[config.mk]
export PLATFORM = sky130hd
export DESIGN_NAME = boot_host_command_loader
export DESIGN_NICKNAME = d
export VERILOG_FILES = /design/src/rtl/host_strobe_edge.v /design/src/rtl/boot_host_command_loader.v
export VERILOG_INCLUDE_DIRS = /design/src /design/src/rtl
export SDC_FILE = /design/constraint.sdc
export NUM_CORES = 1
export LEC_CHECK = 0
export BUFFER_PORTS_ARGS = -buffer_cell sky130_fd_sc_hd__buf_4
export CORE_MARGIN = 1.5
export CORE_UTILIZATION = 53
export CTS_CLUSTER_DIAMETER = 30
export DETAILED_ROUTE_END_ITERATION = 8
export GPL_TIMING_DRIVEN = 0
export HOLD_SLACK_MARGIN = 0.02
export PLACE_DENSITY = 0.89
export SLEW_MARGIN = 5
export SYNTH_ARGS = -nofsm -noshare
export SYNTH_HDL_FRONTEND = slang
export SYNTH_SLANG_ARGS = --single-unit
[constraint.sdc]
create_clock -name clk -period 3.27 [get_ports clk]
set_clock_uncertainty 0.1 [all_clocks]
set_input_delay 0.654 -clock clk [delete_from_list [all_inputs] [get_ports clk]]
set_output_delay 0.654 -clock clk [all_outputs]
set_load 0.1 [all_outputs]
[src/rtl/boot_loader_defines.vh]
// Constants for the boot command interpreter
`ifndef BOOT_LOADER_DEFINES_VH
`define BOOT_LOADER_DEFINES_VH
`define BOOT_ROM_ENTRY      20'h20000
`define BOOT_ROM_MAIN       20'h20400
`define USER_START_DUAL_PORT_RAM   20'h00000
`define USER_START_EXTERNAL_ROM_SEGMENT    20'h80000
`define HANDSHAKE_VALUE    8'hED
`define WAIT_ERAM          16'h0030
`define WAIT_SET0          16'h0111
`define WAIT_SET1          16'h0222
`define WAIT_SET2          16'h0444
`define WAIT_SET3          16'h0FFF
`define COPY_WORDS         17'h0F000
`define CMD_ERAM_HI        8'h18
`define CMD_ERAM_LO_A      8'h58
`define CMD_ERAM_LO_B      8'h98
`define CMD_START_DUAL_PORT_RAM    8'h40
`define CMD_START_EXTERNAL_ROM_SEGMENT     8'h41
`define SRC_ERAM_HI        2'h0
`define SRC_ERAM_LO        2'h1
`define SRC_IO             2'h2
`define SRC_EXTERNAL_ROM_SEGMENT           2'h3
`define STROBE_SEPARATE    1'b0
`define STROBE_RW          1'b1
`define DMA_LEN_1          10'h001
`define DMA_LEN_64         10'h040
`define DMA_LEN_512        10'h200
`endif

[src/rtl/host_strobe_edge.v]
// Rising edge detector for a host strobe, gated by chip select
`timescale 1ns/1ns
module host_strobe_edge
(
  // Clock and reset
  input  wire clk,
  input  wire rstn,
  // Strobe and chip select levels
  input  wire strobe_level,
  input  wire cs_n,
  // Pulse when strobe or select rises, whichever first
  output reg  rise_pulse
);
  reg active_r;
  wire active_now;
  assign active_now = ~strobe_level & ~cs_n;

  always @(posedge clk or negedge rstn)
  begin
    if (!rstn)
    begin
      active_r   <= 1'b0;
      rise_pulse <= 1'b0;
    end
    else
    begin
      active_r   <= active_now;
      rise_pulse <= active_r & ~active_now;
    end
  end
endmodule

[src/rtl/boot_host_command_loader.v]
// Boot command interpreter driven from the parallel host port
`timescale 1ns/1ns
`include "boot_loader_defines.vh"
module boot_host_command_loader
#(
  parameter COPY_LEN = `COPY_WORDS
)
(
  // Clock and reset
  input  wire        clk,
  input  wire        rstn,
  // Boot select strap
  input  wire        external_boot_select,
  // Parallel host port
  input  wire [15:0] host_data_bus_in,
  output reg  [15:0] host_data_bus_out,
  output reg         host_data_bus_oe_n,
  input  wire        host_chip_select_n,
  input  wire        host_input_strobe,
  input  wire        host_output_strobe,
  input  wire        abort_interrupt_pin,
  output reg         out_buffer_empty_flag,
  // Host port control fields
  output reg         bus_width_field,
  output reg         transfer_config_field,
  output reg         byte_swap_field,
  output reg         strobe_style_field,
  output reg         strobe_active_high,
  output reg         abort_enable,
  output reg         pll_enable,
  // Program fetch and mode
  output reg  [19:0] fetch_address,
  output reg         boot_mode,
  output reg         peripheral_reinit,
  // External memory and DMA setup
  output reg  [15:0] ext_wait_setting,
  output reg  [1:0]  copy_source,
  output reg         copy_active,
  output reg         download_active,
  output reg  [9:0]  dma_input_length,
  // Dual port RAM write
  output reg  [16:0] dual_port_ram_addr,
  output reg  [15:0] dual_port_ram_wdata,
  output reg         dual_port_ram_we,
  // Copy source read data
  input  wire [15:0] copy_rdata
);
  // ****************************************
  // State machine
  // ****************************************
  localparam ST_ENTRY = 7'b0000001;
  localparam ST_MAIN  = 7'b0000010;
  localparam ST_IDLE  = 7'b0000100;
  localparam ST_COPY  = 7'b0001000;
  localparam ST_LOAD  = 7'b0010000;
  localparam ST_HAND  = 7'b0100000;
  localparam ST_USER  = 7'b1000000;

  reg [6:0]  state_r;
  reg [6:0]  state_nxt;
  reg [16:0] count_r;
  reg        hi_byte_r;
  reg [7:0]  low_byte_r;
  reg        strap_done_r;

  wire in_rise;
  wire out_rise;
  wire in_level;
  wire load_word;

  // Read/write-strobe mode: write when the rw line is low (high if strobe_active_high) during data strobe
  assign in_level = (strobe_style_field == `STROBE_RW) ?
                    (host_input_strobe | ~(host_output_strobe ^ ~strobe_active_high)) :
                    host_input_strobe;

  // Word complete, except for the low byte of a 16-bit pair on the 8-bit bus
  assign load_word = in_rise & ~(transfer_config_field & ~bus_width_field & ~hi_byte_r);

  host_strobe_edge u_in_edge
  (
    .clk          (clk),
    .rstn         (rstn),
    .strobe_level (in_level),
    .cs_n         (host_chip_select_n),
    .rise_pulse   (in_rise)
  );

  host_strobe_edge u_out_edge
  (
    .clk          (clk),
    .rstn         (rstn),
    .strobe_level (host_output_strobe ^ strobe_active_high),
    .cs_n         (host_chip_select_n),
    .rise_pulse   (out_rise)
  );

  // ****************************************
  // Command decode
  // ****************************************
  reg        dec_copy;
  reg        dec_load;
  reg        dec_start;
  reg        dec_start_external_rom_segment;
  reg [15:0] dec_wait;
  reg [1:0]  dec_src;
  reg        dec_width;
  reg        dec_cfg;
  reg        dec_swap;
  reg [9:0]  dec_len;
  reg [1:0]  dec_sub;
  wire [7:0] cmd;
  assign cmd = host_data_bus_in[7:0];

  always @*
  begin
    dec_copy       = 1'b0;
    dec_load       = 1'b0;
    dec_start      = 1'b0;
    dec_start_external_rom_segment = 1'b0;
    dec_wait       = `WAIT_ERAM;
    dec_src        = `SRC_ERAM_HI;
    dec_width      = 1'b0;
    dec_cfg        = 1'b0;
    dec_swap       = 1'b0;
    dec_len        = `DMA_LEN_1;
    dec_sub        = 2'h0;
    case (cmd[7:6])
      2'h0:    dec_wait = `WAIT_SET0;
      2'h1:    dec_wait = `WAIT_SET1;
      2'h2:    dec_wait = `WAIT_SET2;
      default: dec_wait = `WAIT_SET3;
    endcase
    case (cmd)
      `CMD_ERAM_HI:
      begin
        dec_copy = 1'b1;
        dec_wait = `WAIT_ERAM;
        dec_src  = `SRC_ERAM_HI;
      end
      `CMD_ERAM_LO_A, `CMD_ERAM_LO_B:
      begin
        dec_copy = 1'b1;
        dec_wait = `WAIT_ERAM;
        dec_src  = `SRC_ERAM_LO;
      end
      8'h19, 8'h59, 8'h99, 8'hD9:
      begin
        dec_copy = 1'b1;
        dec_src  = `SRC_IO;
      end
      8'h1B, 8'h5B, 8'h9B, 8'hDB:
      begin
        dec_copy = 1'b1;
        dec_src  = `SRC_EXTERNAL_ROM_SEGMENT;
      end
      8'h01, 8'h02, 8'h03:
      begin
        dec_load = 1'b1;
        dec_sub  = cmd[1:0] - 2'h1;
      end
      8'h06, 8'h07, 8'h08:
      begin
        dec_load = 1'b1;
        dec_cfg  = 1'b1;
        dec_sub  = cmd[1:0] - 2'h2;
      end
      8'h09, 8'h0A, 8'h0B:
      begin
        dec_load  = 1'b1;
        dec_width = 1'b1;
        dec_cfg   = 1'b1;
        dec_sub   = cmd[1:0] - 2'h1;
      end
      8'h0C, 8'h0D, 8'h0E:
      begin
        dec_load  = 1'b1;
        dec_width = 1'b1;
        dec_cfg   = 1'b1;
        dec_len   = `DMA_LEN_64;
        dec_sub   = cmd[1:0];
      end
      8'h0F, 8'h10, 8'h11:
      begin
        dec_load  = 1'b1;
        dec_width = 1'b1;
        dec_cfg   = 1'b1;
        dec_len   = `DMA_LEN_512;
        dec_sub   = (cmd == 8'h0F) ? 2'h0 : ((cmd == 8'h10) ? 2'h1 : 2'h2);
      end
      8'h16, 8'h17:
      begin
        dec_load  = 1'b1;
        dec_width = 1'b1;
        dec_cfg   = 1'b1;
        dec_swap  = 1'b1;
        dec_sub   = {1'b0, cmd[0]};
      end
      8'h1C, 8'h1D:
      begin
        dec_load  = 1'b1;
        dec_width = 1'b1;
        dec_cfg   = 1'b1;
        dec_swap  = 1'b1;
        dec_len   = `DMA_LEN_64;
        dec_sub   = {1'b0, cmd[0]};
      end
      `CMD_START_DUAL_PORT_RAM:
        dec_start = 1'b1;
      `CMD_START_EXTERNAL_ROM_SEGMENT:
      begin
        dec_start      = 1'b1;
        dec_start_external_rom_segment = 1'b1;
      end
      default:
        dec_copy = 1'b0;
    endcase
  end

  // ****************************************
  // Next state
  // ****************************************
  always @*
  begin
    state_nxt = state_r;
    case (state_r)
      ST_ENTRY:
        if (strap_done_r)
          state_nxt = ST_MAIN;
      ST_MAIN:
        state_nxt = ST_IDLE;
      ST_IDLE:
        if (in_rise)
        begin
          if (dec_copy)
            state_nxt = ST_COPY;
          else if (dec_load)
            state_nxt = ST_LOAD;
          else if (dec_start)
            state_nxt = ST_USER;
          else
            state_nxt = ST_HAND;
        end
      ST_COPY:
        if (abort_interrupt_pin || count_r == COPY_LEN - 17'h1)
          state_nxt = ST_HAND;
      ST_LOAD:
        if (abort_interrupt_pin || (load_word && count_r == COPY_LEN - 17'h1))
          state_nxt = ST_HAND;
      ST_HAND:
        if (out_rise)
          state_nxt = ST_IDLE;
      ST_USER:
        state_nxt = ST_USER;
      default:
        state_nxt = ST_ENTRY;
    endcase
  end

  // ****************************************
  // Registers
  // ****************************************
  always @(posedge clk or negedge rstn)
  begin
    if (!rstn)
    begin
      state_r               <= ST_ENTRY;
      strap_done_r          <= 1'b0;
      count_r               <= 17'h00000;
      hi_byte_r             <= 1'b0;
      low_byte_r            <= 8'h00;
      host_data_bus_out     <= 16'h0000;
      host_data_bus_oe_n    <= 1'b1;
      out_buffer_empty_flag <= 1'b1;
      bus_width_field       <= 1'b0;
      transfer_config_field <= 1'b0;
      byte_swap_field       <= 1'b0;
      strobe_style_field    <= `STROBE_SEPARATE;
      strobe_active_high    <= 1'b0;
      abort_enable          <= 1'b0;
      pll_enable            <= 1'b0;
      fetch_address         <= 20'h00000;
      boot_mode             <= 1'b0;
      peripheral_reinit     <= 1'b0;
      ext_wait_setting      <= 16'h0000;
      copy_source           <= 2'h0;
      copy_active           <= 1'b0;
      download_active       <= 1'b0;
      dma_input_length      <= `DMA_LEN_1;
      dual_port_ram_addr            <= 17'h00000;
      dual_port_ram_wdata           <= 16'h0000;
      dual_port_ram_we              <= 1'b0;
    end
    else
    begin
      state_r           <= state_nxt;
      dual_port_ram_we          <= 1'b0;
      peripheral_reinit <= 1'b0;
      host_data_bus_oe_n <= ~(out_buffer_empty_flag == 1'b0 && ~host_chip_select_n &&
                              ~host_output_strobe);
      if (!strap_done_r)
      begin
        strap_done_r <= 1'b1;
        boot_mode    <= ~external_boot_select;
        if (!external_boot_select)
          fetch_address <= `BOOT_ROM_ENTRY;
        else
          state_r <= ST_USER;
      end
      else
      begin
        case (state_r)
          ST_ENTRY:
            fetch_address <= `BOOT_ROM_MAIN;
          ST_MAIN:
          begin
            bus_width_field       <= 1'b0;
            transfer_config_field <= 1'b0;
            strobe_style_field    <= `STROBE_SEPARATE;
            strobe_active_high    <= 1'b0;
            abort_enable          <= 1'b1;
            pll_enable            <= 1'b0;
          end
          ST_IDLE:
            if (in_rise)
            begin
              count_r   <= 17'h00000;
              hi_byte_r <= 1'b0;
              if (dec_copy)
              begin
                ext_wait_setting <= dec_wait;
                copy_source      <= dec_src;
                copy_active      <= 1'b1;
              end
              if (dec_load)
              begin
                download_active       <= 1'b1;
                bus_width_field       <= dec_width;
                transfer_config_field <= dec_cfg;
                byte_swap_field       <= dec_swap;
                dma_input_length      <= dec_len;
                strobe_style_field    <= (dec_sub == 2'h2) ? `STROBE_SEPARATE :
                                         `STROBE_RW;
                strobe_active_high    <= (dec_sub == 2'h1);
              end
              if (dec_start)
              begin
                boot_mode             <= 1'b0;
                fetch_address         <= dec_start_external_rom_segment ? `USER_START_EXTERNAL_ROM_SEGMENT :
                                         `USER_START_DUAL_PORT_RAM;
                peripheral_reinit     <= 1'b1;
                bus_width_field       <= 1'b0;
                transfer_config_field <= 1'b0;
                strobe_style_field    <= `STROBE_SEPARATE;
              end
            end
          ST_COPY:
          begin
            dual_port_ram_addr  <= count_r;
            dual_port_ram_wdata <= copy_rdata;
            dual_port_ram_we    <= ~abort_interrupt_pin;
            count_r     <= count_r + 17'h1;
          end
          ST_LOAD:
            if (in_rise)
            begin
              if (transfer_config_field && !bus_width_field && !hi_byte_r)
              begin
                hi_byte_r  <= 1'b1;
                low_byte_r <= host_data_bus_in[7:0];
              end
              else
              begin
                hi_byte_r  <= 1'b0;
                dual_port_ram_addr <= count_r;
                dual_port_ram_we   <= 1'b1;
                count_r    <= count_r + 17'h1;
                if (!transfer_config_field)
                  dual_port_ram_wdata <= {8'h00, host_data_bus_in[7:0]};
                else if (!bus_width_field)
                  dual_port_ram_wdata <= {host_data_bus_in[7:0], low_byte_r};
                else if (byte_swap_field)
                  dual_port_ram_wdata <= {host_data_bus_in[7:0], host_data_bus_in[15:8]};
                else
                  dual_port_ram_wdata <= host_data_bus_in;
              end
            end
          ST_HAND:
            if (out_rise)
            begin
              out_buffer_empty_flag <= 1'b1;
              bus_width_field       <= 1'b0;
              transfer_config_field <= 1'b0;
              byte_swap_field       <= 1'b0;
              strobe_style_field    <= `STROBE_SEPARATE;
              strobe_active_high    <= 1'b0;
            end
          default:
            count_r <= count_r;
        endcase
        if (state_nxt == ST_HAND && state_r != ST_HAND)
        begin
          host_data_bus_out     <= {8'h00, `HANDSHAKE_VALUE};
          out_buffer_empty_flag <= 1'b0;
          copy_active           <= 1'b0;
          download_active       <= 1'b0;
          // Host reads the handshake in the initial port mode
          bus_width_field       <= 1'b0;
          transfer_config_field <= 1'b0;
          byte_swap_field       <= 1'b0;
          strobe_style_field    <= `STROBE_SEPARATE;
          strobe_active_high    <= 1'b0;
        end
      end
    end
  end
endmodule

==> results by stage, run 1 <==
Logic synthesis:
- The top cell type by area accounts for 42.04% of the synthesized area.
- Synthesis produced 607 cells.
- The fraction of synthesis flops using an asynchronous set or reset pin is 100.0%.
- After synthesis, the mean cell area works out to 9.315 um2.
- The share of the yosys chip area belonging to registers is 43.90%.
- The post-synthesis instance area is 5654 um2.
- Sorting the synthesized cells by area gives the leading types as sky130_fd_sc_hd__dfrtp_1 42%, sky130_fd_sc_hd__buf_4 6.8%, sky130_fd_sc_hd__mux2_2 5.4%.
- For this run, the number of Yosys warnings is 0.
- Among all flip-flop cells after synthesis, the most frequent one is sky130_fd_sc_hd__dfrtp_1.
- The post-synthesis register bit count is 99.
- Yosys mapped a number of flops with a built-in enable equal to 0.
- sky130_fd_sc_hd__dfrtp_1 takes more of the synthesized area than any other cell.
- Synthesis instantiated 63 different standard cells from the library.

Routing:
- The overall routed net length is 14,970 um.
- In the routed layout, each cell is associated on average with a via count of 5.604.
- In this run the remaining antenna-violating nets after routing total 0.
- The number of vias after detailed routing is 5,072.
- The routed length per instance is 16.55 um.
- The number of detailed-route iterations in the first pass is 5.
- In this run, the number of DRC markers left after iteration 0 of detailed routing was 286.
- For this run, design rule violations remaining after detail routing come to 0.

Setup path:
- Walking the worst path, the cells encountered are buf_4 -> inv_1 -> ha_1 -> or4_1 -> a21oi_1 -> nor2_1 -> o2111a_1 -> or3_1 -> a32o_1.
- The launch instance of the worst register-to-register path is state_r[3].
- The highest-delay cell along the critical path is sky130_fd_sc_hd__or4_1.
- The required time at the endpoint of the critical path is 3.44 ns.
- The source of the critical timing path is host_data_bus_in[6].
- The kind of end point of the critical path is a flop.
- The highest cell delay on the worst timing path is 0.58 ns.
- The type of the worst setup path is input pin to flop.
- The launching element type of the critical path is an input pin.
- Data on the critical path arrives at its endpoint at 3.12 ns.
- The highest net fanout along the worst path is 5.

Floorplan:
- The overall die area is 11,300 um2.
- For this configuration, the core starts out at a cell density of 54.77%.
- The site row count is 37.
- The die height is 106.3 um.
- 150 I/O pins were placed.
- The area inside the core boundary is 10,320 um2.
- The die width is 106.3 um.

Final layout:
- The cell area after layout is 6965 um2.
- The number of standard cells in the final layout excluding fillers is 905.
- The ratio of cells with drive above 1 in the final layout is 30.04%.
- The signed area change from the synthesized netlist to the final layout is 23.19%.
- The number of nets in the finished design is 813.
- Counting the fill cells in the layout gives 842.
- The number of inserted diodes is 0.

Outcome:
- The run finished with clean final reports.

Clock tree:
- Clock-pin slew was measured on the worst setup and hold paths at 0.11 ns.
- The CTS tree is yes.
- In this run the number of H-tree levels came out at 3.
- The clock reaches the later pin of the worst-skew pair after 0.38 ns.
- The number of hold buffers added after cts is 0.
- The number of buffers created by CTS is 9.
- The post-CTS setup-driven buffer insertion count is 0.
- The clock net in this run drives a total of 99 sinks.
- The number of gates given a new drive strength after cts is 0.
- The tree is rooted in a sky130_fd_sc_hd__clkbuf_8.
- The maximum clock insertion buffer count is 2.

Global routing:
- The number of antenna violations at the first check in global routing is 0.
- Entering global routing, the biggest net connects 100 pins.
- The first global-routing pass estimated 24,270 um of wire.
- The aggregate global-route resource usage is 27.14%.
- After global routing the overflow that remains totals 0.
- The via count of the first global-routing pass was 4,971.

Power and ir drop:
- The analysis attributes to cell leakage a power of 3.280 nW.
- Across the VDD grid, the largest voltage drop is 0.4197 mV.
- Power spread over the standard cell area amounts to 408.2 nW/um2.

Hold path:
- The type of the worst min-delay path is input pin to async pin.

Placed design:
- The wire-length estimate of the detail-placed layout is 11,240 um.
- In this run the tool buffered the top-level ports with 108 buffer cells.
- The cell count after placement is 889.
- At the placement stage, the worst setup path has a slack of -0.2529 ns.
- The routability-driven placement congestion ratio is 0.8951.
- The standard cell area after detailed placement is 6778 um2.

Timing:
- The final critical delay including setup and external delays is 2.948 ns.
- Dividing the final minimum period by the clock period gives 90.15%.
- The slew of the pin with the lowest slew margin is 0.8922 ns.
- Setup violations remaining at the end of the flow were counted as 0.
- The summed negative setup slack over all endpoints is 0 ns.
- The maximum operating frequency is 0.3392 GHz.
- The max-slew violation count came to 0.
- In the post-route analysis, the smallest setup slack over all paths is 0.3222 ns.
- Setup repair after global routing left no endpoint under its margin.
- The final hold violation count is 0.
- Headroom to the max-slew limit came out at 40.52%.

Flow run:
- The number of violations of the max-capacitance limit is 0.
[sequential cells by signal, summed over array words and instances (netlist names), 2 cells and up]
register,count
count_r,17
dual_port_ram_addr,17
dual_port_ram_wdata,16
low_byte_r,8
state_r,7
ext_wait_setting,6
dma_input_length,3
fetch_address,3
copy_source,2
[final timing paths]
kind / end / slack [ns] / cells past startpoint
worst max-delay path: bus_width_field / 0.32 / 9
worst min-delay path: dual_port_ram_addr[4] / 0.25 / 1
worst max register to register: ext_wait_setting[8] / 0.49 / 6
worst min register to register: u_in_edge.rise_pulse / 0.38 / 1
max in group asynchronous: copy_source[0] / 2.21 / 1
min in group clk: u_in_edge.active_r / 0.33 / 2
[critical path, delay by kind of cell]
family | cells | cell delay (ns)
fa+ha+maj | 1 | 0.25
simple gates | 3 | 1.14
compound gates | 3 | 0.85
buf+inv | 2 | 0.21
[cell usage in the layout (no fill, tap or decap), types with 8 or more instances in the layout]
cell,Yosys,final
sky130_fd_sc_hd__o21ai_0,40,39
sky130_fd_sc_hd__a21oi_1,55,55
sky130_fd_sc_hd__ha_1,10,10
sky130_fd_sc_hd__clkbuf_1,17,18
sky130_fd_sc_hd__or3_1,9,9
sky130_fd_sc_hd__nand3b_1,10,10
sky130_fd_sc_hd__a211oi_1,10,10
sky130_fd_sc_hd__nand2_1,38,38
sky130_fd_sc_hd__nor2_1,66,66
sky130_fd_sc_hd__o31ai_1,8,8
sky130_fd_sc_hd__dfrtp_1,95,95
sky130_fd_sc_hd__buf_4,51,158
sky130_fd_sc_hd__inv_1,15,15
sky130_fd_sc_hd__nor3_1,17,17
sky130_fd_sc_hd__mux2_2,27,27
sky130_fd_sc_hd__nor2b_1,13,13
sky130_fd_sc_hd__and3_1,11,11
sky130_fd_sc_hd__conb_1,2,40
sky130_fd_sc_hd__clkbuf_8,0,9
sky130_fd_sc_hd__nand3_1,12,12
[final cells by class]
cell class | instances | area [um2] | share of cell area, %
multi-input cells | 453 | 2743 | 39.37
flip-flops and latches | 99 | 2482 | 35.64
repair buffers | 108 | 814.5 | 11.69
plain buffers | 78 | 515.5 | 7.401
well taps | 136 | 170.2 | 2.443
clock buffers | 10 | 127.6 | 1.832
clock inverters | 6 | 56.30 | 0.8083
inverters | 15 | 56.30 | 0.8083
[where the power goes]
part,internal (mW),leakage [nW],switching [mW],total [mW]
Sequential,1.26,1.23,0.0350,1.30
Combinational,0.199,1.96,0.579,0.778
Clock,0.293,0.0909,0.473,0.767
[cell usage after synthesis (2+ instances only)]
master                      count
sky130_fd_sc_hd__a211oi_1      10
sky130_fd_sc_hd__a21o_1         2
sky130_fd_sc_hd__a21oi_1       55
sky130_fd_sc_hd__a22oi_1        3
sky130_fd_sc_hd__a2bb2oi_1      3
sky130_fd_sc_hd__a31oi_1        7
sky130_fd_sc_hd__a32o_1         3
sky130_fd_sc_hd__and3_1        11
sky130_fd_sc_hd__and4_1         2
sky130_fd_sc_hd__buf_2          7
sky130_fd_sc_hd__buf_4         51
sky130_fd_sc_hd__buf_6          3
sky130_fd_sc_hd__clkbuf_1      17
sky130_fd_sc_hd__conb_1         2
sky130_fd_sc_hd__dfrtp_1       95
sky130_fd_sc_hd__dfstp_2        4
sky130_fd_sc_hd__ha_1          10
sky130_fd_sc_hd__inv_1         15
sky130_fd_sc_hd__mux2_2        27
sky130_fd_sc_hd__nand2_1       38
sky130_fd_sc_hd__nand2b_1       2
sky130_fd_sc_hd__nand3_1       12
sky130_fd_sc_hd__nand3b_1      10
sky130_fd_sc_hd__nand4_1        3
sky130_fd_sc_hd__nand4b_1       2
sky130_fd_sc_hd__nor2_1        66
sky130_fd_sc_hd__nor2b_1       13
sky130_fd_sc_hd__nor3_1        17
sky130_fd_sc_hd__nor3b_1        6
sky130_fd_sc_hd__nor4_1         2
sky130_fd_sc_hd__o2111ai_1      4
sky130_fd_sc_hd__o211ai_1       3
sky130_fd_sc_hd__o21a_1         3
sky130_fd_sc_hd__o21ai_0       40
sky130_fd_sc_hd__o31a_1         2
sky130_fd_sc_hd__o31ai_1        8
sky130_fd_sc_hd__or2_2          6
sky130_fd_sc_hd__or3_1          9
sky130_fd_sc_hd__or4_1          2
sky130_fd_sc_hd__xnor2_1        7
sky130_fd_sc_hd__xor2_1         3
[per-layer routing]
metal / GRT usage [%] / share of wire (%) / up-vias
li1: - / - / 2387
met1: 34.67 / 42 / 2412
met2: 46.18 / 49 / 236
met3: 3.985 / 6.6 / 37
met4: 11.10 / 2.8 / 0
met5: 0 / 0 / -
[logic make-up after synthesis]
logic type,Yosys count,synth area share (%)
XOR/XNOR,10,1.549
AO/OA/AOI/OAI,155,16.88
multiplexers,27,5.377
flip-flops,99,43.90
buffers and inverters,93,10.11
other,2,0.1328
adder cells (fa/ha/maj),10,2.213
AND/OR/NAND/NOR,211,19.83
[metrics by stage]
stage	hold slack, ns	util [%]	total power, mW
2_1_floorplan	0.2584	-	1.924
3_3_place_gp	0.3516	65.65	2.082
3_5_place_dp	0.3599	65.65	2.089
4_1_cts	0.3222	67.43	2.843
5_1_grt	0.3228	67.47	2.946
6_report	0.2491	67.47	2.843
Note: power is estimated with default switching activity, not from simulation.
==> inputs of run 2 (changes only) <==
--- a/config.mk
+++ b/config.mk
@@ -6,14 +6,16 @@
 export SDC_FILE = /design/constraint.sdc
 export NUM_CORES = 1
 export LEC_CHECK = 0
+export ABC_AREA = 1
 export BUFFER_PORTS_ARGS = -buffer_cell sky130_fd_sc_hd__buf_4
+export CAP_MARGIN = 20
 export CORE_MARGIN = 1.5
-export CORE_UTILIZATION = 53
+export CORE_UTILIZATION = 55
 export CTS_CLUSTER_DIAMETER = 30
 export DETAILED_ROUTE_END_ITERATION = 8
 export GPL_TIMING_DRIVEN = 0
 export HOLD_SLACK_MARGIN = 0.02
-export PLACE_DENSITY = 0.89
+export PLACE_DENSITY = 0.91
 export SLEW_MARGIN = 5
 export SYNTH_ARGS = -nofsm -noshare
 export SYNTH_HDL_FRONTEND = slang
==> constraint.sdc (replaced) <==
create_clock -name clk -period 3.8 [get_ports clk]
set_clock_uncertainty 0.1 [all_clocks]
set_input_delay 0.76 -clock clk [delete_from_list [all_inputs] [get_ports clk]]
set_output_delay 0.76 -clock clk [all_outputs]
set_load 0.1 [all_outputs]
==> results by stage, run 2 <==
Timing:
- The final count of negative-setup-slack endpoints is 0.
- Timing would allow up to 0.4036 GHz.
- The max-slew violation count is 0.
- The final worst-path cycle share is 65.20%.
- The final critical delay including setup and external delays is 2.478 ns.
- Final hold analysis gives a worst-case slack of 0.2055 ns.
- The minimum setup slack in the final design is 1.322 ns.
- The summed negative setup slack over all endpoints is 0 ns.
- The slew of the pin with the lowest slew margin is 0.6347 ns.
- In this run the tightest slew margin relative to its limit is 57.30%.
- The final hold violation count is 0.
- Setup repair after global routing left no endpoint under its margin.

Floorplan:
- 150 I/O pins were placed.
- The floorplan step set the die width to 106.9 um.
- The core region is 10,420 um2.
- Once the floorplan was initialized, standard cells occupied 56.95% of the core.
- The die height is 106.9 um.
- The die covers 11,420 um2.
- The site row count is 37.

Clock tree:
- TritonCTS built the clock tree.
- The clock latency of the later-clocked register in the worst-skew pair is 0.38 ns.
- After clock tree synthesis, the flow added hold-fix buffers numbering 0.
- After clock tree synthesis, the clock-pin slew on the worst setup and hold paths is 0.11 ns.
- Counting along the longest clock path gives a buffer depth of 2.
- The number of gates given a new drive strength after cts is 0.
- The tree built by TritonCTS fans out to 99 sinks.
- The number of buffers created by CTS is 9.
- The post-CTS setup-driven buffer insertion count is 0.
- The maximum level of the CTS H-tree is 3.
- The tree is rooted in a sky130_fd_sc_hd__clkbuf_8.

Flow run:
- The tool flagged a number of max-cap violations equal to 0.

Power and ir drop:
- Power spread over the standard cell area amounts to 346.1 nW/um2.
- In this run the power spent charging and discharging nets is 0.9511 mW.
- VDD sags by at most 0.2771 mV.
- The relative contribution of the clock network to total power is 28.3%.
- The total internal power is 1.574 mW.
- The design draws 2.525 mW.
- The analysis attributes to cell leakage a power of 3.938 nW.
- Combinational logic burns 27.1% of the power.
- The proportion of total power due to net switching is 37.67%.
- Registers are responsible for 44.6% of the overall power.

Final layout:
- The multi-input combinational cells in the finished layout cover a total of 2773 um2.
- The area growth from synthesis to layout is 22.99%.
- The number of standard cells in the final layout excluding fillers is 1,031.
- The ratio of cells with drive above 1 in the final layout is 29.72%.
- The layout has 859 filler cells.
- In the final design database the tool counted 940 nets.
- After routing the design area is 7296 um2.
- The final core utilization is 70.04%.
- The repair_antennas step left the layout with diodes totalling 0.
- The library cells used most frequently in the layout, excluding fill and tap cells, are 164 x sky130_fd_sc_hd__buf_4, 157 x sky130_fd_sc_hd__nand2_1, 95 x sky130_fd_sc_hd__dfrtp_1.
- In the final layout, the registers with the most flip-flops are count_r x17, dual_port_ram_addr x17, dual_port_ram_wdata x16.
- The most common library cell in the layout ignoring fill and taps is sky130_fd_sc_hd__buf_4.
- Across the whole layout, storage elements account for 2482 um2.

Logic synthesis:
- The synthesis warning total is 0.
- The fraction of synthesis flops using an asynchronous set or reset pin is 100.0%.
- After synthesis the cells add up to 5932 um2.
- The average cell area after synthesis is 8.115 um2.
- Among all cell types in the netlist, the one instantiated most often is sky130_fd_sc_hd__nand2_1.
- By area the synthesized netlist is led by sky130_fd_sc_hd__dfrtp_1 40%, sky130_fd_sc_hd__nand2_1 9.9%, sky130_fd_sc_hd__buf_4 6.8%.
- Summed over its instances, the top area cell type makes up 40.08% of the synthesized netlist area.
- The post-synthesis register bit count is 99.
- The count of different cell masters after synthesis is 53.
- Counting every instance in the synthesized netlist gives 731.
- The number of enable-type register cells in the synthesized netlist is 0.
- The biggest area contributor in the post-synthesis netlist is sky130_fd_sc_hd__dfrtp_1.
- The share of the yosys chip area belonging to registers is 41.85%.
- The dominant synthesized flop cell is sky130_fd_sc_hd__dfrtp_1.
- Counting instances in the post-synthesis netlist gives the leading cell types as 157 x sky130_fd_sc_hd__nand2_1, 95 x sky130_fd_sc_hd__dfrtp_1, 70 x sky130_fd_sc_hd__inv_1.

Global routing:
- Entering global routing, the biggest net connects 69 pins.
- Global routing consumed, over all layers together, 26.85% of the routing resources.
- The via count of the first global-routing pass came to 5,005.
- The most crowded layer after global routing is met2.
- The first-pass GRT wire length is 24,090 um.
- The total overflow left after global routing is 0.
- The global-route track usage on met2 is 44.64%.
- The met3 usage is 4.438%.
- For met1 alone, demand over resource in global routing was 35.43%.
- The number of antenna violations at the first check in global routing was 0.

Routing:
- The detail route stage leaves a number of antenna-violating nets equal to 0.
- After detailed routing, the average wire length per cell comes to 14.42 um.
- The number of vias after detailed routing is 5,477.
- The DRC violation total after the first TritonRoute iteration is 359.
- The number of DRC violations after detailed routing is 0.
- The routed design has 14,860 um of wire.
- Dividing the detail-routed via count by the number of cells gives 5.312.
- The number of detailed-route iterations in the first pass is 6.

Setup path:
- The worst setup path is captured at a flop.
- In this run the worst path has a maximum fanout of 6.
- The worst setup path is launched from an input pin.
- The type of the worst setup path is input pin to flop.
- For the worst setup path, the data required time is 3.96 ns.
- The number of cells on the worst reg-to-reg path is 9.
- Data arrives at the worst endpoint at 2.64 ns.

Hold path:
- The type of the worst min-delay path is input pin to async pin.

Placed design:
- Counting tap cells, the placed design contains a total of 1,016 instances.
- The count of input and output buffers is 110.
- The HPWL after detailed placement is 11,270 um.
- The standard cell area after detailed placement is 7098 um2.
- Timing analysis after detailed placement gives a worst setup slack of 0.9785 ns.
- Routability-driven placement finished with a final weighted congestion of 0.9480.

Outcome:
- The run finished with clean final reports.
run 2: cell families after synthesis:
kind of cell             synth area share [%]
multiplexers                           0.9070
buffers and inverters                   13.82
AO/OA/AOI/OAI                           13.56
other                                  0.1266
flip-flops                              41.85
adder cells (fa/ha/maj)                 2.109
XOR/XNOR                               0.2954
AND/OR/NAND/NOR                         27.34
run 2: worst paths after layout:
kind / from / endpoint / slack [ns]
setup reg to reg: state_r[6] / dual_port_ram_addr[0] / 1.58
setup / recovery: host_data_bus_in[1] / bus_width_field / 1.32
hold reg to reg: out_buffer_empty_flag / host_data_bus_oe_n / 0.37
min in group clk: out_buffer_empty_flag / host_data_bus_oe_n / 0.37
hold / removal: rstn / dual_port_ram_wdata[8] / 0.21
max in group asynchronous: rstn / out_buffer_empty_flag / 2.65
run 2: area by class of cell:
| type | instances | share of cell area [%] |
|---|---|---|
| Multi-Input combinational cell | 508 | 38.00 |
| Inverter | 99 | 5.128 |
| Sequential cell | 99 | 34.03 |
| Buffer | 63 | 6.105 |
| Clock buffer | 9 | 1.698 |
| Tap cell | 136 | 2.332 |
| Timing Repair Buffer | 111 | 11.70 |
| Clock inverter | 6 | 1.012 |
run 2: power groups by stage:
stage / clock network, mW / registers, mW / logic (mW)
3_5_place_dp: 0 / 1.15 / 0.680
3_3_place_gp: 0 / 1.14 / 0.669
4_1_cts: 0.716 / 1.13 / 0.683
6_report: 0.714 / 1.13 / 0.685
5_1_grt: 0.754 / 1.13 / 0.727
2_1_floorplan: 0 / 1.28 / 0.406
run 2: critical path: stages:
cell and delay (ns):
sky130_fd_sc_hd__buf_4 0.12, sky130_fd_sc_hd__inv_1 0.11, sky130_fd_sc_hd__ha_1 0.24, sky130_fd_sc_hd__inv_1 0.14, sky130_fd_sc_hd__nand2_1 0.11, sky130_fd_sc_hd__nand2_1 0.09
sky130_fd_sc_hd__nand2_1 0.07, sky130_fd_sc_hd__nand2_2 0.09, sky130_fd_sc_hd__nand2_1 0.08, sky130_fd_sc_hd__inv_2 0.07, sky130_fd_sc_hd__nand2_4 0.06, sky130_fd_sc_hd__nor2_8 0.13
sky130_fd_sc_hd__nand2_4 0.09, sky130_fd_sc_hd__nand3_4 0.08, sky130_fd_sc_hd__nand2_4 0.06, sky130_fd_sc_hd__nand2_4 0.10, sky130_fd_sc_hd__nand3_4 0.09, sky130_fd_sc_hd__nand2_1 0.07
sky130_fd_sc_hd__nand2_1 0.06
run 2: per-layer routing:
metal | up-vias | part of all wire (%)
li1 | 2624 | -
met3 | 33 | 6.6
met1 | 2579 | 42
met2 | 241 | 49
met5 | - | 0
met4 | 0 | 2.2
